### config.mk
export PLATFORM = sky130hd
export DESIGN_NAME = sts_top
export DESIGN_NICKNAME = d
export VERILOG_FILES = /design/src/verilog/sts_sync.v /design/src/verilog/sts_top.v
export VERILOG_INCLUDE_DIRS = /design/src /design/src/verilog
export SDC_FILE = /design/constraint.sdc
export NUM_CORES = 1
export LEC_CHECK = 0
export BUFFER_PORTS_ARGS = -buffer_cell sky130_fd_sc_hd__buf_4
export CAP_MARGIN = 0
export CORE_MARGIN = 2
export CORE_UTILIZATION = 45
export CTS_CLUSTER_SIZE = 24
export DETAILED_ROUTE_END_ITERATION = 12
export PLACE_DENSITY = 0.7
export SLEW_MARGIN = 20
export SYNTH_ARGS = -nofsm -noshare
export SYNTH_HDL_FRONTEND = slang
export SYNTH_HIERARCHICAL = 1
export SYNTH_SLANG_ARGS = --single-unit
### constraint.sdc
create_clock -name ref_clk -period 2.1 [get_ports ref_clk]
set_clock_uncertainty 0.2 [all_clocks]
set_input_delay 0.315 -clock ref_clk [delete_from_list [all_inputs] [get_ports ref_clk]]
set_output_delay 0.315 -clock ref_clk [all_outputs]
set_load 0.01 [all_outputs]
### src/verilog/sts_regs.vh
`ifndef STS_REGS_VH
`define STS_REGS_VH

// ----------------------------------------------------------------
// register indices (byte address is four times the index)
// ----------------------------------------------------------------
`define STS_IDX_MODE1      10'h0F4
`define STS_IDX_MODE2      10'h0F5
`define STS_IDX_T3EXT      10'h0C7
`define STS_IDX_CLKCFG     10'h0C6
`define STS_IDX_CNT_BASE   10'h0D0
`define STS_NUM_TIMERS     6

// ----------------------------------------------------------------
// reset values
// ----------------------------------------------------------------
`define STS_RST_MODE1      8'h00
`define STS_RST_MODE2      8'h00
`define STS_RST_T3EXT      8'h00
`define STS_RST_CLKCFG     8'h00

// ----------------------------------------------------------------
// timer_mode_first fields
// ----------------------------------------------------------------
`define STS_T1_SRC_PRIMARY   0
`define STS_T2_SRC_PRIMARY   1
`define STS_T1_HALT          2
`define STS_T2_HALT          3
`define STS_T2_SRC_SECONDARY 4
`define STS_T1_SRC_SECONDARY 5
`define STS_T5_SRC_SECONDARY 6
`define STS_T6_SRC_INTERNAL  7

// ----------------------------------------------------------------
// timer_mode_second fields
// ----------------------------------------------------------------
`define STS_T3_SRC_LOW       0
`define STS_T4_SRC_LOW       1
`define STS_T3_HALT          2
`define STS_T4_HALT          3
`define STS_T4_SRC_HIGH      4
`define STS_T5_HALT          5
`define STS_T6_HALT          6
`define STS_T5_SRC_PRIMARY   7

// ----------------------------------------------------------------
// other fields
// ----------------------------------------------------------------
`define STS_T3_SUB_SEL       6
`define STS_SYS_SUB_SEL      0

// ----------------------------------------------------------------
// prescaler
// ----------------------------------------------------------------
`define STS_PRE_W            12
`define STS_PRE_DIV2_MASK    12'h001
`define STS_PRE_DIV16_MASK   12'h00F
`define STS_PRE_DIV4096_MASK 12'hFFF

`endif

### src/verilog/sts_sync.v
`timescale 1ns/10ps

// ----------------------------------------------------------------
// three-stage synchroniser with agreement filter and rise pulse
// ----------------------------------------------------------------
module sts_sync (
    // clock and reset
    input  wire ref_clk,
    input  wire rstn,
    // pin side
    input  wire async_in,
    // core side
    output reg  rise_pulse
);

    reg s1_reg;
    reg s2_reg;
    reg s3_reg;
    reg level_reg;

    // a change is taken only once stages two and three agree
    always @(posedge ref_clk) begin
        if (!rstn) begin
            s1_reg     <= 1'b0;
            s2_reg     <= 1'b0;
            s3_reg     <= 1'b0;
            level_reg  <= 1'b0;
            rise_pulse <= 1'b0;
        end else begin
            s1_reg     <= async_in;
            s2_reg     <= s1_reg;
            s3_reg     <= s2_reg;
            rise_pulse <= 1'b0;
            if ((s2_reg == s3_reg) && (s2_reg != level_reg)) begin
                level_reg  <= s2_reg;
                rise_pulse <= s2_reg;
            end
        end
    end

endmodule

### src/verilog/sts_top.v
`timescale 1ns/10ps
`include "sts_regs.vh"

// Contract
// - timer one: primary clear gives clock/16, set defers to secondary bit.
// - timer one secondary: clear gives clock/4096, set gives first pin.
// - timer two: primary set gives first pin; else clock/16 or timer one overflow.
// - timer five secondary: clear takes timer two, set timer four overflow.
// - timer five primary bit 7: clear gives clock/16, set defers to secondary.
// - timer six internal bit: clear gives clock/16, set timer five overflow.
// - timer three: 00 clock/16, 10 sub clock, any low bit set second pin.
// - timer four: 00 timer three overflow, 01 /16, 10 /2, 11 sub clock.
module sts_top #(
    parameter TMR_W = 8
) (
    // clock and reset
    input  wire                          ref_clk,
    input  wire                          rstn,
    // apb slave
    input  wire                          psel,
    input  wire                          penable,
    input  wire                          pwrite,
    input  wire [11:0]                   paddr,
    input  wire [31:0]                   pwdata,
    output reg  [31:0]                   prdata,
    output reg                           pready,
    output reg                           pslverr,
    // oscillator and count pins
    input  wire                          main_osc_input,
    input  wire                          sub_osc_input,
    input  wire                          ext_count_pin_a,
    input  wire                          ext_count_pin_b,
    // timer events
    output reg  [`STS_NUM_TIMERS-1:0]    count_tick,
    output reg  [`STS_NUM_TIMERS-1:0]    overflow
);

    localparam NT = `STS_NUM_TIMERS;

    reg  [7:0]          timer_mode_first_reg;
    reg  [7:0]          timer_mode_second_reg;
    reg  [7:0]          t3_ext_reg;
    reg  [7:0]          clk_cfg_reg;
    reg  [`STS_PRE_W-1:0] pre_reg;
    reg  [NT*TMR_W-1:0] cnt_reg;
    reg  [NT-1:0]       src;
    reg  [NT-1:0]       halt;
    reg  [NT-1:0]       adv;
    reg  [31:0]         rd_next;
    reg                 hit_next;
    reg  [9:0]          cnt_off;
    wire                main_edge;
    wire                sub_edge;
    wire                pin_a_edge;
    wire                pin_b_edge;
    wire                osc_tick;
    wire                div2;
    wire                div16;
    wire                div4096;
    wire [9:0]          idx;
    wire                wr_done;
    integer             i;
    integer             j;

    // ----------------------------------------------------------------
    // pin synchronisers
    // ----------------------------------------------------------------
    sts_sync u_sync_main (
        .ref_clk    (ref_clk),
        .rstn       (rstn),
        .async_in   (main_osc_input),
        .rise_pulse (main_edge)
    );

    sts_sync u_sync_sub (
        .ref_clk    (ref_clk),
        .rstn       (rstn),
        .async_in   (sub_osc_input),
        .rise_pulse (sub_edge)
    );

    sts_sync u_sync_pin_a (
        .ref_clk    (ref_clk),
        .rstn       (rstn),
        .async_in   (ext_count_pin_a),
        .rise_pulse (pin_a_edge)
    );

    sts_sync u_sync_pin_b (
        .ref_clk    (ref_clk),
        .rstn       (rstn),
        .async_in   (ext_count_pin_b),
        .rise_pulse (pin_b_edge)
    );

    // ----------------------------------------------------------------
    // prescaler
    // ----------------------------------------------------------------
    // oscillators are sampled, so each must stay well below a quarter of ref_clk
    assign osc_tick = clk_cfg_reg[`STS_SYS_SUB_SEL] ? sub_edge : main_edge;
    assign div2     = osc_tick &
                      ((pre_reg & `STS_PRE_DIV2_MASK) == `STS_PRE_DIV2_MASK);
    assign div16    = osc_tick &
                      ((pre_reg & `STS_PRE_DIV16_MASK) == `STS_PRE_DIV16_MASK);
    assign div4096  = osc_tick &
                      ((pre_reg & `STS_PRE_DIV4096_MASK) == `STS_PRE_DIV4096_MASK);

    always @(posedge ref_clk) begin
        if (!rstn) begin
            pre_reg <= {`STS_PRE_W{1'b0}};
        end else if (osc_tick) begin
            pre_reg <= pre_reg + {{(`STS_PRE_W-1){1'b0}}, 1'b1};
        end
    end

    // ----------------------------------------------------------------
    // source selection
    // ----------------------------------------------------------------
    always @* begin
        // timer one
        if (!timer_mode_first_reg[`STS_T1_SRC_PRIMARY])
            src[0] = div16;
        else if (timer_mode_first_reg[`STS_T1_SRC_SECONDARY])
            src[0] = pin_a_edge;
        else
            src[0] = div4096;
        // timer two
        if (timer_mode_first_reg[`STS_T2_SRC_PRIMARY])
            src[1] = pin_a_edge;
        else if (timer_mode_first_reg[`STS_T2_SRC_SECONDARY])
            src[1] = overflow[0];
        else
            src[1] = div16;
        // timer three
        if (timer_mode_second_reg[`STS_T3_SRC_LOW])
            src[2] = pin_b_edge;
        else if (t3_ext_reg[`STS_T3_SUB_SEL])
            src[2] = sub_edge;
        else
            src[2] = div16;
        // timer four
        case ({timer_mode_second_reg[`STS_T4_SRC_HIGH],
               timer_mode_second_reg[`STS_T4_SRC_LOW]})
            2'h0: src[3] = overflow[2];
            2'h1: src[3] = div16;
            2'h2: src[3] = div2;
            2'h3: src[3] = sub_edge;
            default: src[3] = 1'b0;
        endcase
        // timer five
        if (!timer_mode_second_reg[`STS_T5_SRC_PRIMARY])
            src[4] = div16;
        else if (timer_mode_first_reg[`STS_T5_SRC_SECONDARY])
            src[4] = overflow[3];
        else
            src[4] = overflow[1];
        // timer six
        if (timer_mode_first_reg[`STS_T6_SRC_INTERNAL])
            src[5] = overflow[4];
        else
            src[5] = div16;
        // halt bits
        halt[0] = timer_mode_first_reg[`STS_T1_HALT];
        halt[1] = timer_mode_first_reg[`STS_T2_HALT];
        halt[2] = timer_mode_second_reg[`STS_T3_HALT];
        halt[3] = timer_mode_second_reg[`STS_T4_HALT];
        halt[4] = timer_mode_second_reg[`STS_T5_HALT];
        halt[5] = timer_mode_second_reg[`STS_T6_HALT];
        adv = src & ~halt;
    end

    // ----------------------------------------------------------------
    // counters
    // ----------------------------------------------------------------
    // overflows are registered one-cycle pulses, so a chained timer sees
    // each one exactly once at the cost of one cycle of latency per stage
    always @(posedge ref_clk) begin
        if (!rstn) begin
            cnt_reg    <= {(NT*TMR_W){1'b0}};
            count_tick <= {NT{1'b0}};
            overflow   <= {NT{1'b0}};
        end else begin
            for (i = 0; i < NT; i = i + 1) begin
                count_tick[i] <= adv[i];
                overflow[i]   <= adv[i] & (&cnt_reg[i*TMR_W +: TMR_W]);
                if (adv[i]) begin
                    cnt_reg[i*TMR_W +: TMR_W] <= cnt_reg[i*TMR_W +: TMR_W] +
                                                 {{(TMR_W-1){1'b0}}, 1'b1};
                end
            end
        end
    end

    // ----------------------------------------------------------------
    // apb slave
    // ----------------------------------------------------------------
    assign idx     = paddr[11:2];
    assign wr_done = psel & penable & pready & pwrite;

    always @* begin
        rd_next  = 32'h0000_0000;
        hit_next = 1'b1;
        cnt_off  = idx - `STS_IDX_CNT_BASE;
        case (idx)
            `STS_IDX_MODE1:  rd_next[7:0] = timer_mode_first_reg;
            `STS_IDX_MODE2:  rd_next[7:0] = timer_mode_second_reg;
            `STS_IDX_T3EXT:  rd_next[7:0] = t3_ext_reg;
            `STS_IDX_CLKCFG: rd_next[7:0] = clk_cfg_reg;
            default: begin
                hit_next = 1'b0;
                for (j = 0; j < NT; j = j + 1) begin
                    if (cnt_off == j[9:0]) begin
                        hit_next            = 1'b1;
                        rd_next[TMR_W-1:0]  = cnt_reg[j*TMR_W +: TMR_W];
                    end
                end
            end
        endcase
    end

    // one wait state: answer in the second access cycle
    always @(posedge ref_clk) begin
        if (!rstn) begin
            pready  <= 1'b0;
            pslverr <= 1'b0;
            prdata  <= 32'h0000_0000;
        end else if (psel & penable & ~pready) begin
            pready  <= 1'b1;
            pslverr <= ~hit_next;
            prdata  <= pwrite ? 32'h0000_0000 : rd_next;
        end else begin
            pready  <= 1'b0;
            pslverr <= 1'b0;
            prdata  <= 32'h0000_0000;
        end
    end

    always @(posedge ref_clk) begin
        if (!rstn) begin
            timer_mode_first_reg  <= `STS_RST_MODE1;
            timer_mode_second_reg <= `STS_RST_MODE2;
            t3_ext_reg            <= `STS_RST_T3EXT;
            clk_cfg_reg           <= `STS_RST_CLKCFG;
        end else if (wr_done) begin
            case (idx)
                `STS_IDX_MODE1:  timer_mode_first_reg  <= pwdata[7:0];
                `STS_IDX_MODE2:  timer_mode_second_reg <= pwdata[7:0];
                `STS_IDX_T3EXT:  t3_ext_reg[`STS_T3_SUB_SEL] <= pwdata[`STS_T3_SUB_SEL];
                `STS_IDX_CLKCFG: clk_cfg_reg[`STS_SYS_SUB_SEL] <= pwdata[`STS_SYS_SUB_SEL];
                default: begin
                end
            endcase
        end
    end

endmodule
# Yosys cells after proc, flatten, opt, wreduce, memory -nomap -nowiden
# Cells that the tools add are included.
# classes
eq_ne	22
mux	26
n_bitwise	19
reduce_logical	23
add_sub_neg	8
# op_table
cell	count
adder 8 x 1 -> 8 bit, second input constant	6
two-way mux 8 bit	6
AND reduction 8 bit	6
== test 10 x 8 -> 1 bit, second input constant	4
one-hot mux 8 bit (4 select lines)	1
== test 10 x 2 -> 1 bit, second input constant	2
== test 10 x 3 -> 1 bit, second input constant	2
two-way mux 1 bit	18
AND reduction 2 bit	9
AND 1 bit	13
adder 12 x 1 -> 12 bit, second input constant	1
== test 12 bit, second input constant	1
== test 10 x 1 -> 1 bit, second input constant	1
logical NOT 10 bit	1
subtractor 10 x 8 -> 10 bit, second input constant	1
AND 6 bit	1
inverter 6 bit	1
== test 1 bit	4
== test 2 bit, second input constant	2
== test 4 bit, second input constant	1
logical AND 1 bit	4
!= test 1 bit	4
inverter 1 bit	4
one-hot mux 1 bit (4 select lines)	1
other kinds (4)	4
# word_totals
ff_bits	144
inputBits	53
out_inout_bits	46

# Logic depth before layout (Yosys ltp)
# depth
ltp_word	10
depth_mapped	7
depth_no_buf	6

# Hierarchy
# Netlist, hierarchy kept.
# modules_own_cells
module	cells_per_inst	instances	area_per_inst_um2
sts_top	561	1	4971.0
sts_sync	12	4	148.9

# Worst setup path after synthesis
# OpenSTA, ideal clock, no wires.
# synth_timing
kind	register -> register
from	register pre_reg[0]
to	register cnt_reg[3]
path_slack_ps	-135
period_less_slack_ps	2235
stages_incl_launch_ff	7
t_required_ps	1828
arrival_ps	1963
path_cell_list	dfxtp_1 > ha_1 > nand4b_1 > or4_4 > a211oi_2 > and3_1 > mux2i_1
# synth_between
elab_chain_len	5
word_cells_on_any_way	7
classes_between	eq/ne: 2; mux: 2; bitwise: 3
# synth_lines
element	line	rtl
start: declaration	sts_top.v:44	reg [`STS_PRE_W-1:0] pre_reg;
start signal: assignment	sts_top.v:110	pre_reg <= {`STS_PRE_W{1'b0}};
start signal: assignment	sts_top.v:112	pre_reg <= pre_reg + {{(`STS_PRE_W-1){1'b0}}, 1'b1};
== test 12 bit (no source line)	n/a	
AND 1 bit	sts_top.v:105	assign div4096 = osc_tick &
two-way mux 1 bit	sts_top.v:123	else if (timer_mode_first_reg[`STS_T1_SRC_SECONDARY])
two-way mux 1 bit *	sts_top.v:121	if (!timer_mode_first_reg[`STS_T1_SRC_PRIMARY])
AND 6 bit *	sts_top.v:169	adv = src & ~halt;
end signal: assignment	sts_top.v:179	cnt_reg <= {(NT*TMR_W){1'b0}};
end signal: indexed assignment	sts_top.v:187	cnt_reg[i*TMR_W +: TMR_W] <= cnt_reg[i*TMR_W +: TMR_W] +
end: declaration	sts_top.v:45	reg [NT*TMR_W-1:0] cnt_reg;
# Every way passes the cells marked *; elsewhere a longest branch is shown, timed or not.
# A chain may end at the register's enable or synchronous reset.

# Final worst setup path
# layout_timing
from	register clk_cfg_reg[0]
to	register cnt_reg[6]
# layout_between
elab_chain_len	5
word_cells_on_any_way	6
classes_between	mux: 3; bitwise: 3
# layout_lines
element	line	rtl
start: declaration	sts_top.v:43	reg [7:0] clk_cfg_reg;
start signal: assignment	sts_top.v:243	clk_cfg_reg <= `STS_RST_CLKCFG;
start signal: indexed assignment	sts_top.v:249	`STS_IDX_CLKCFG: clk_cfg_reg[`STS_SYS_SUB_SEL] <= pwdata[`STS_SYS_SUB_SEL];
two-way mux 1 bit *	sts_top.v:100	assign osc_tick = clk_cfg_reg[`STS_SYS_SUB_SEL] ? sub_edge : main_edge;
AND 1 bit	sts_top.v:105	
two-way mux 1 bit	sts_top.v:123	
two-way mux 1 bit *	sts_top.v:121	
AND 6 bit *	sts_top.v:169	
# Marked as above.

==> impl_metrics.csv <==
group,metric,value,unit
run_status,status,"finished with violations",
run_status,violations,"setup timing",
timing,fmax,470,MHz
synth,yosysSeqAreaShare,0.432,
power,power.switching,0.00110,W
power,ir_drop,0.000565,V
placement,gp_congestion,0.935,
finish,ff_latch_area,2410,sq um
detailed_routing,drt-pass1-iter-count,5,
synth,ys_top_cells_by_area,"dfxtp_1 43%, mux4_2 4.9%, nor2_1 4.2%, mux2i_1 3.8%, nand2_1 3.6%",
detailed_routing,drc,0,
setup_path,r2r_slack,-30,ps
setup_path,cp_max_fo,4,
floorplanning,die_h,115,um
setup_path,r2r-start,"clk_cfg_reg[0]",
finish,syn2layout_area_growth,27.6,%
finish,finish.instance_area,7100,sq um
placement,place_inst,840,
global_routing,grt_pass1_wl,22.3,mm
finish,fin_cells,892,
clock_network,cts_max_level,4,
clock_network,cts_tree,"built",
setup_path,r2r_end,"cnt_reg[6]",
floorplanning,rows,40,
detailed_routing,wl_per_cell,15.9,um
timing,fin_crit_sh,1.01,
synth,synth-async-reset-ratio,0,
synth,synthMuxAreaShare,0.0944,
finish,num_antenna_cells,0,
clock_network,insertion_delay,420,ps
setup_path,reg2regPathDepth,5,
synth,synth_top_family_by_area,"simple AND/OR/NAND/NOR gates",
synth,avgSynthCellArea,9.14,sq um
detailed_routing,vias,4817,
power,p_total,0.00534,W
setup_path,cp-start-kind,"register",
power,seq_power_share,0.430,
global_routing,grt_pass1_vias,4547,
min_path,holdCritStartpoint,"pwrite",
setup_path,crit_arrival,2280,ps
placement,io_buffers,48,
global_routing,grt_usage,0.220,
min_path,holdCritPathClass,"in2reg",
floorplanning,dieArea,13300,sq um
floorplanning,die_width,115,um
finish,drive_above_1_share,0.240,
detailed_routing,wirelength,14.1,mm
timing,drv_slew,0,
floorplanning,core-area,12100,sq um
synth,ys_ff_latch,120,
setup_path,crit_start,"clk_cfg_reg[0]",
timing,tightest_slew,533,ps
synth,synth_xor_area_frac,0.0441,
synth,synth_compound_area_frac,0.114,
detailed_routing,ant_nets,0,
setup_path,crit_type,"reg2reg",
clock_network,cts-root-buf,"clkbuf_16",
power,power_density,751,nW/um^2
floorplanning,start_util,0.462,
timing,finalHoldViolations,0,
timing,rsz0062_at_grt,"yes",
setup_path,crit_required,2250,ps
synth,synth-edff-count,0,
synth,ys_warn_count,6,
synth,yosysUniqueCellTypes,58,
timing,timing.slew.headroom,0.645,
placement,hpwl,10.0,mm
synth,syn_inst,609,
global_routing,gr-total-overflow,0,
global_routing,grt_max_degree,45,
detailed_routing,vias_per_cell,5.40,
synth,synth_ff_type,"dfxtp_1",
power,clockPowerShare,0.533,
synth,yosysTopAreaCell,"dfxtp_1",
clock_network,clk_pin_slew_worst_paths,50,ps
floorplanning,ioPinCount,99,
finish,largest_register_ffs,48,
synth,syn_area,5570,sq um
finish,finalNetCount,771,
clock_network,cts_sinks,120,
power,combPwrFrac,0.037,
timing,worst_slack,-29.0,ps
clock_network,numCtsBuffers,17,
synth,synth_top_area_frac,0.432,
setup_path,critical_path.endpoint_type,"register",
placement,placed_cell_area,6290,sq um
detailed_routing,drt_iter0_drc,378,
timing,layout_min_cycle_time,2130,ps
clock_network,cts.path.max_buffers,2,
finish,multi_input_area,3010,sq um
power,leakagePower,2.83,nW
power,sw_frac_of_total,0.206,
flow_run,max_cap_viol_count,0,
timing,finalSetupViolCount,3,
setup_path,setup.worst_path.end,"cnt_reg[6]",
finish,n_fill_cell,1052,
synth,synth-adder-area-share,0.0157,
global_routing,grt_antenna_before_repair,0,
synth,yosys.area_share.simple,0.245,
power,p_int,0.00424,W
[power groups by stage]
stage / logic (W) / registers (W) / clock network, W
finish: 0.000198 / 0.00230 / 0.00284
global route: 0.000214 / 0.00230 / 0.00301
detailed placement: 0.000179 / 0.00234 / 0
floorplan: 0.000132 / 0.00234 / 0
global placement: 0.000175 / 0.00234 / 0
CTS: 0.000197 / 0.00230 / 0.00291
[cells by family (layout without fill, tap and decap cells)]
group,Yosys count,count (layout)
buffers and inverters,57,149
adders and majority gates,7,7
other,1,24
and+or+nand+nor,254,254
DFF,120,120
xor gates and xnor gates,28,28
AOI/OAI and AO/OA,105,105
muxes,37,37
[placed cells by master (no fill, tap or decap), types with 5 or more instances in the layout]
cell	netlist	layout
a21oi_1	35	35
dlygate4sd3_1	0	12
inv_1	11	10
dfxtp_2	0	7
mux4_2	12	12
o211ai_1	5	5
clkbuf_16	0	17
nand2b_1	9	9
a21boi_0	6	6
xnor2_1	13	13
ha_1	7	6
nor4_1	8	8
conb_1	1	24
or3_1	12	12
buf_4	24	92
o21ai_0	31	30
a22oi_1	7	7
nor3_1	8	6
xor2_1	15	15
nor2_1	62	60
clkinv_2	0	5
and3b_1	5	5
and3_1	13	11
mux2i_1	21	20
nand4_1	11	11
and2_2	8	8
dfxtp_1	120	113
nand3_1	28	28
nand2_1	54	54
[repair_timing]
item                                    CTS  global route
endpoints found under the hold margin    22             0
hold buffers                             12             0
buffers inserted                          7             1
pin swaps                                 2             3
endpoints found under the setup margin   22            15
resized for setup                         7             9
[worst max-delay path: stages, from the launching register on]
cell and delay [ps]:
dfxtp_2 340, mux2i_2 150, or4_4 580, a211o_1 330, or3_1 320, a21oi_1 140
[how the worst min path moves through the flow]
stage | end | slack (ps) | depth (start not counted)
floorplan | u_sync_main/s2_reg | 230 | 1
global placement | u_sync_pin_a/s2_reg | 230 | 1
finish | prdata[6] | 30 | 3
detailed placement | u_sync_pin_a/s2_reg | 230 | 1
global route | prdata[6] | 40 | 3
CTS | prdata[6] | 8 | 3
[layout make-up]
| cell class | instances | share of cell area |
|---|---|---|
| multi-input cells | 455 | 0.424 |
| inverters | 11 | 0.00581 |
| clock buffers | 24 | 0.0692 |
| flip-flops and latches | 120 | 0.339 |
| clock inverters | 8 | 0.0132 |
| repair buffers | 106 | 0.119 |
| well taps | 168 | 0.0296 |
[Yosys cell counts, types with 4 or more instances]
master    count
a21boi_0      6
a21oi_1      35
a22oi_1       7
and2_2        8
and2_4        4
and3_1       13
and3b_1       5
and4_1        4
buf_1         4
buf_4        24
clkbuf_1     16
dfxtp_1     120
ha_1          7
inv_1        11
mux2_2        4
mux2i_1      21
mux4_2       12
nand2_1      54
nand2b_1      9
nand3_1      28
nand4_1      11
nand4b_1      4
nor2_1       62
nor3_1        8
nor4_1        8
o211ai_1      5
o21a_1        4
o21ai_0      31
or3_1        12
or4_1         4
xnor2_1      13
xor2_1       15
[per-stage QoR]
stage           util  worst slack (ps)  hold WS, ps  setup TNS (ps)
5_1_grt        0.589              -107         38.2            -590
6_report       0.589             -29.0         34.5           -69.1
3_3_place_gp   0.521              -114          229            -452
3_5_place_dp   0.521              -177          234           -1030
2_1_floorplan      -              14.8          226               0
4_1_cts        0.585             -30.7         7.95           -60.6
[routing by layer]
layer	GRT usage	vias up	wire length, um
li1	-	2340	-
met1	0.282	2258	6320
met2	0.354	194	6590
met3	0.0548	25	972
met4	0.0980	0	265
met5	0	-	0
Note: power is estimated with default switching activity, not from simulation.
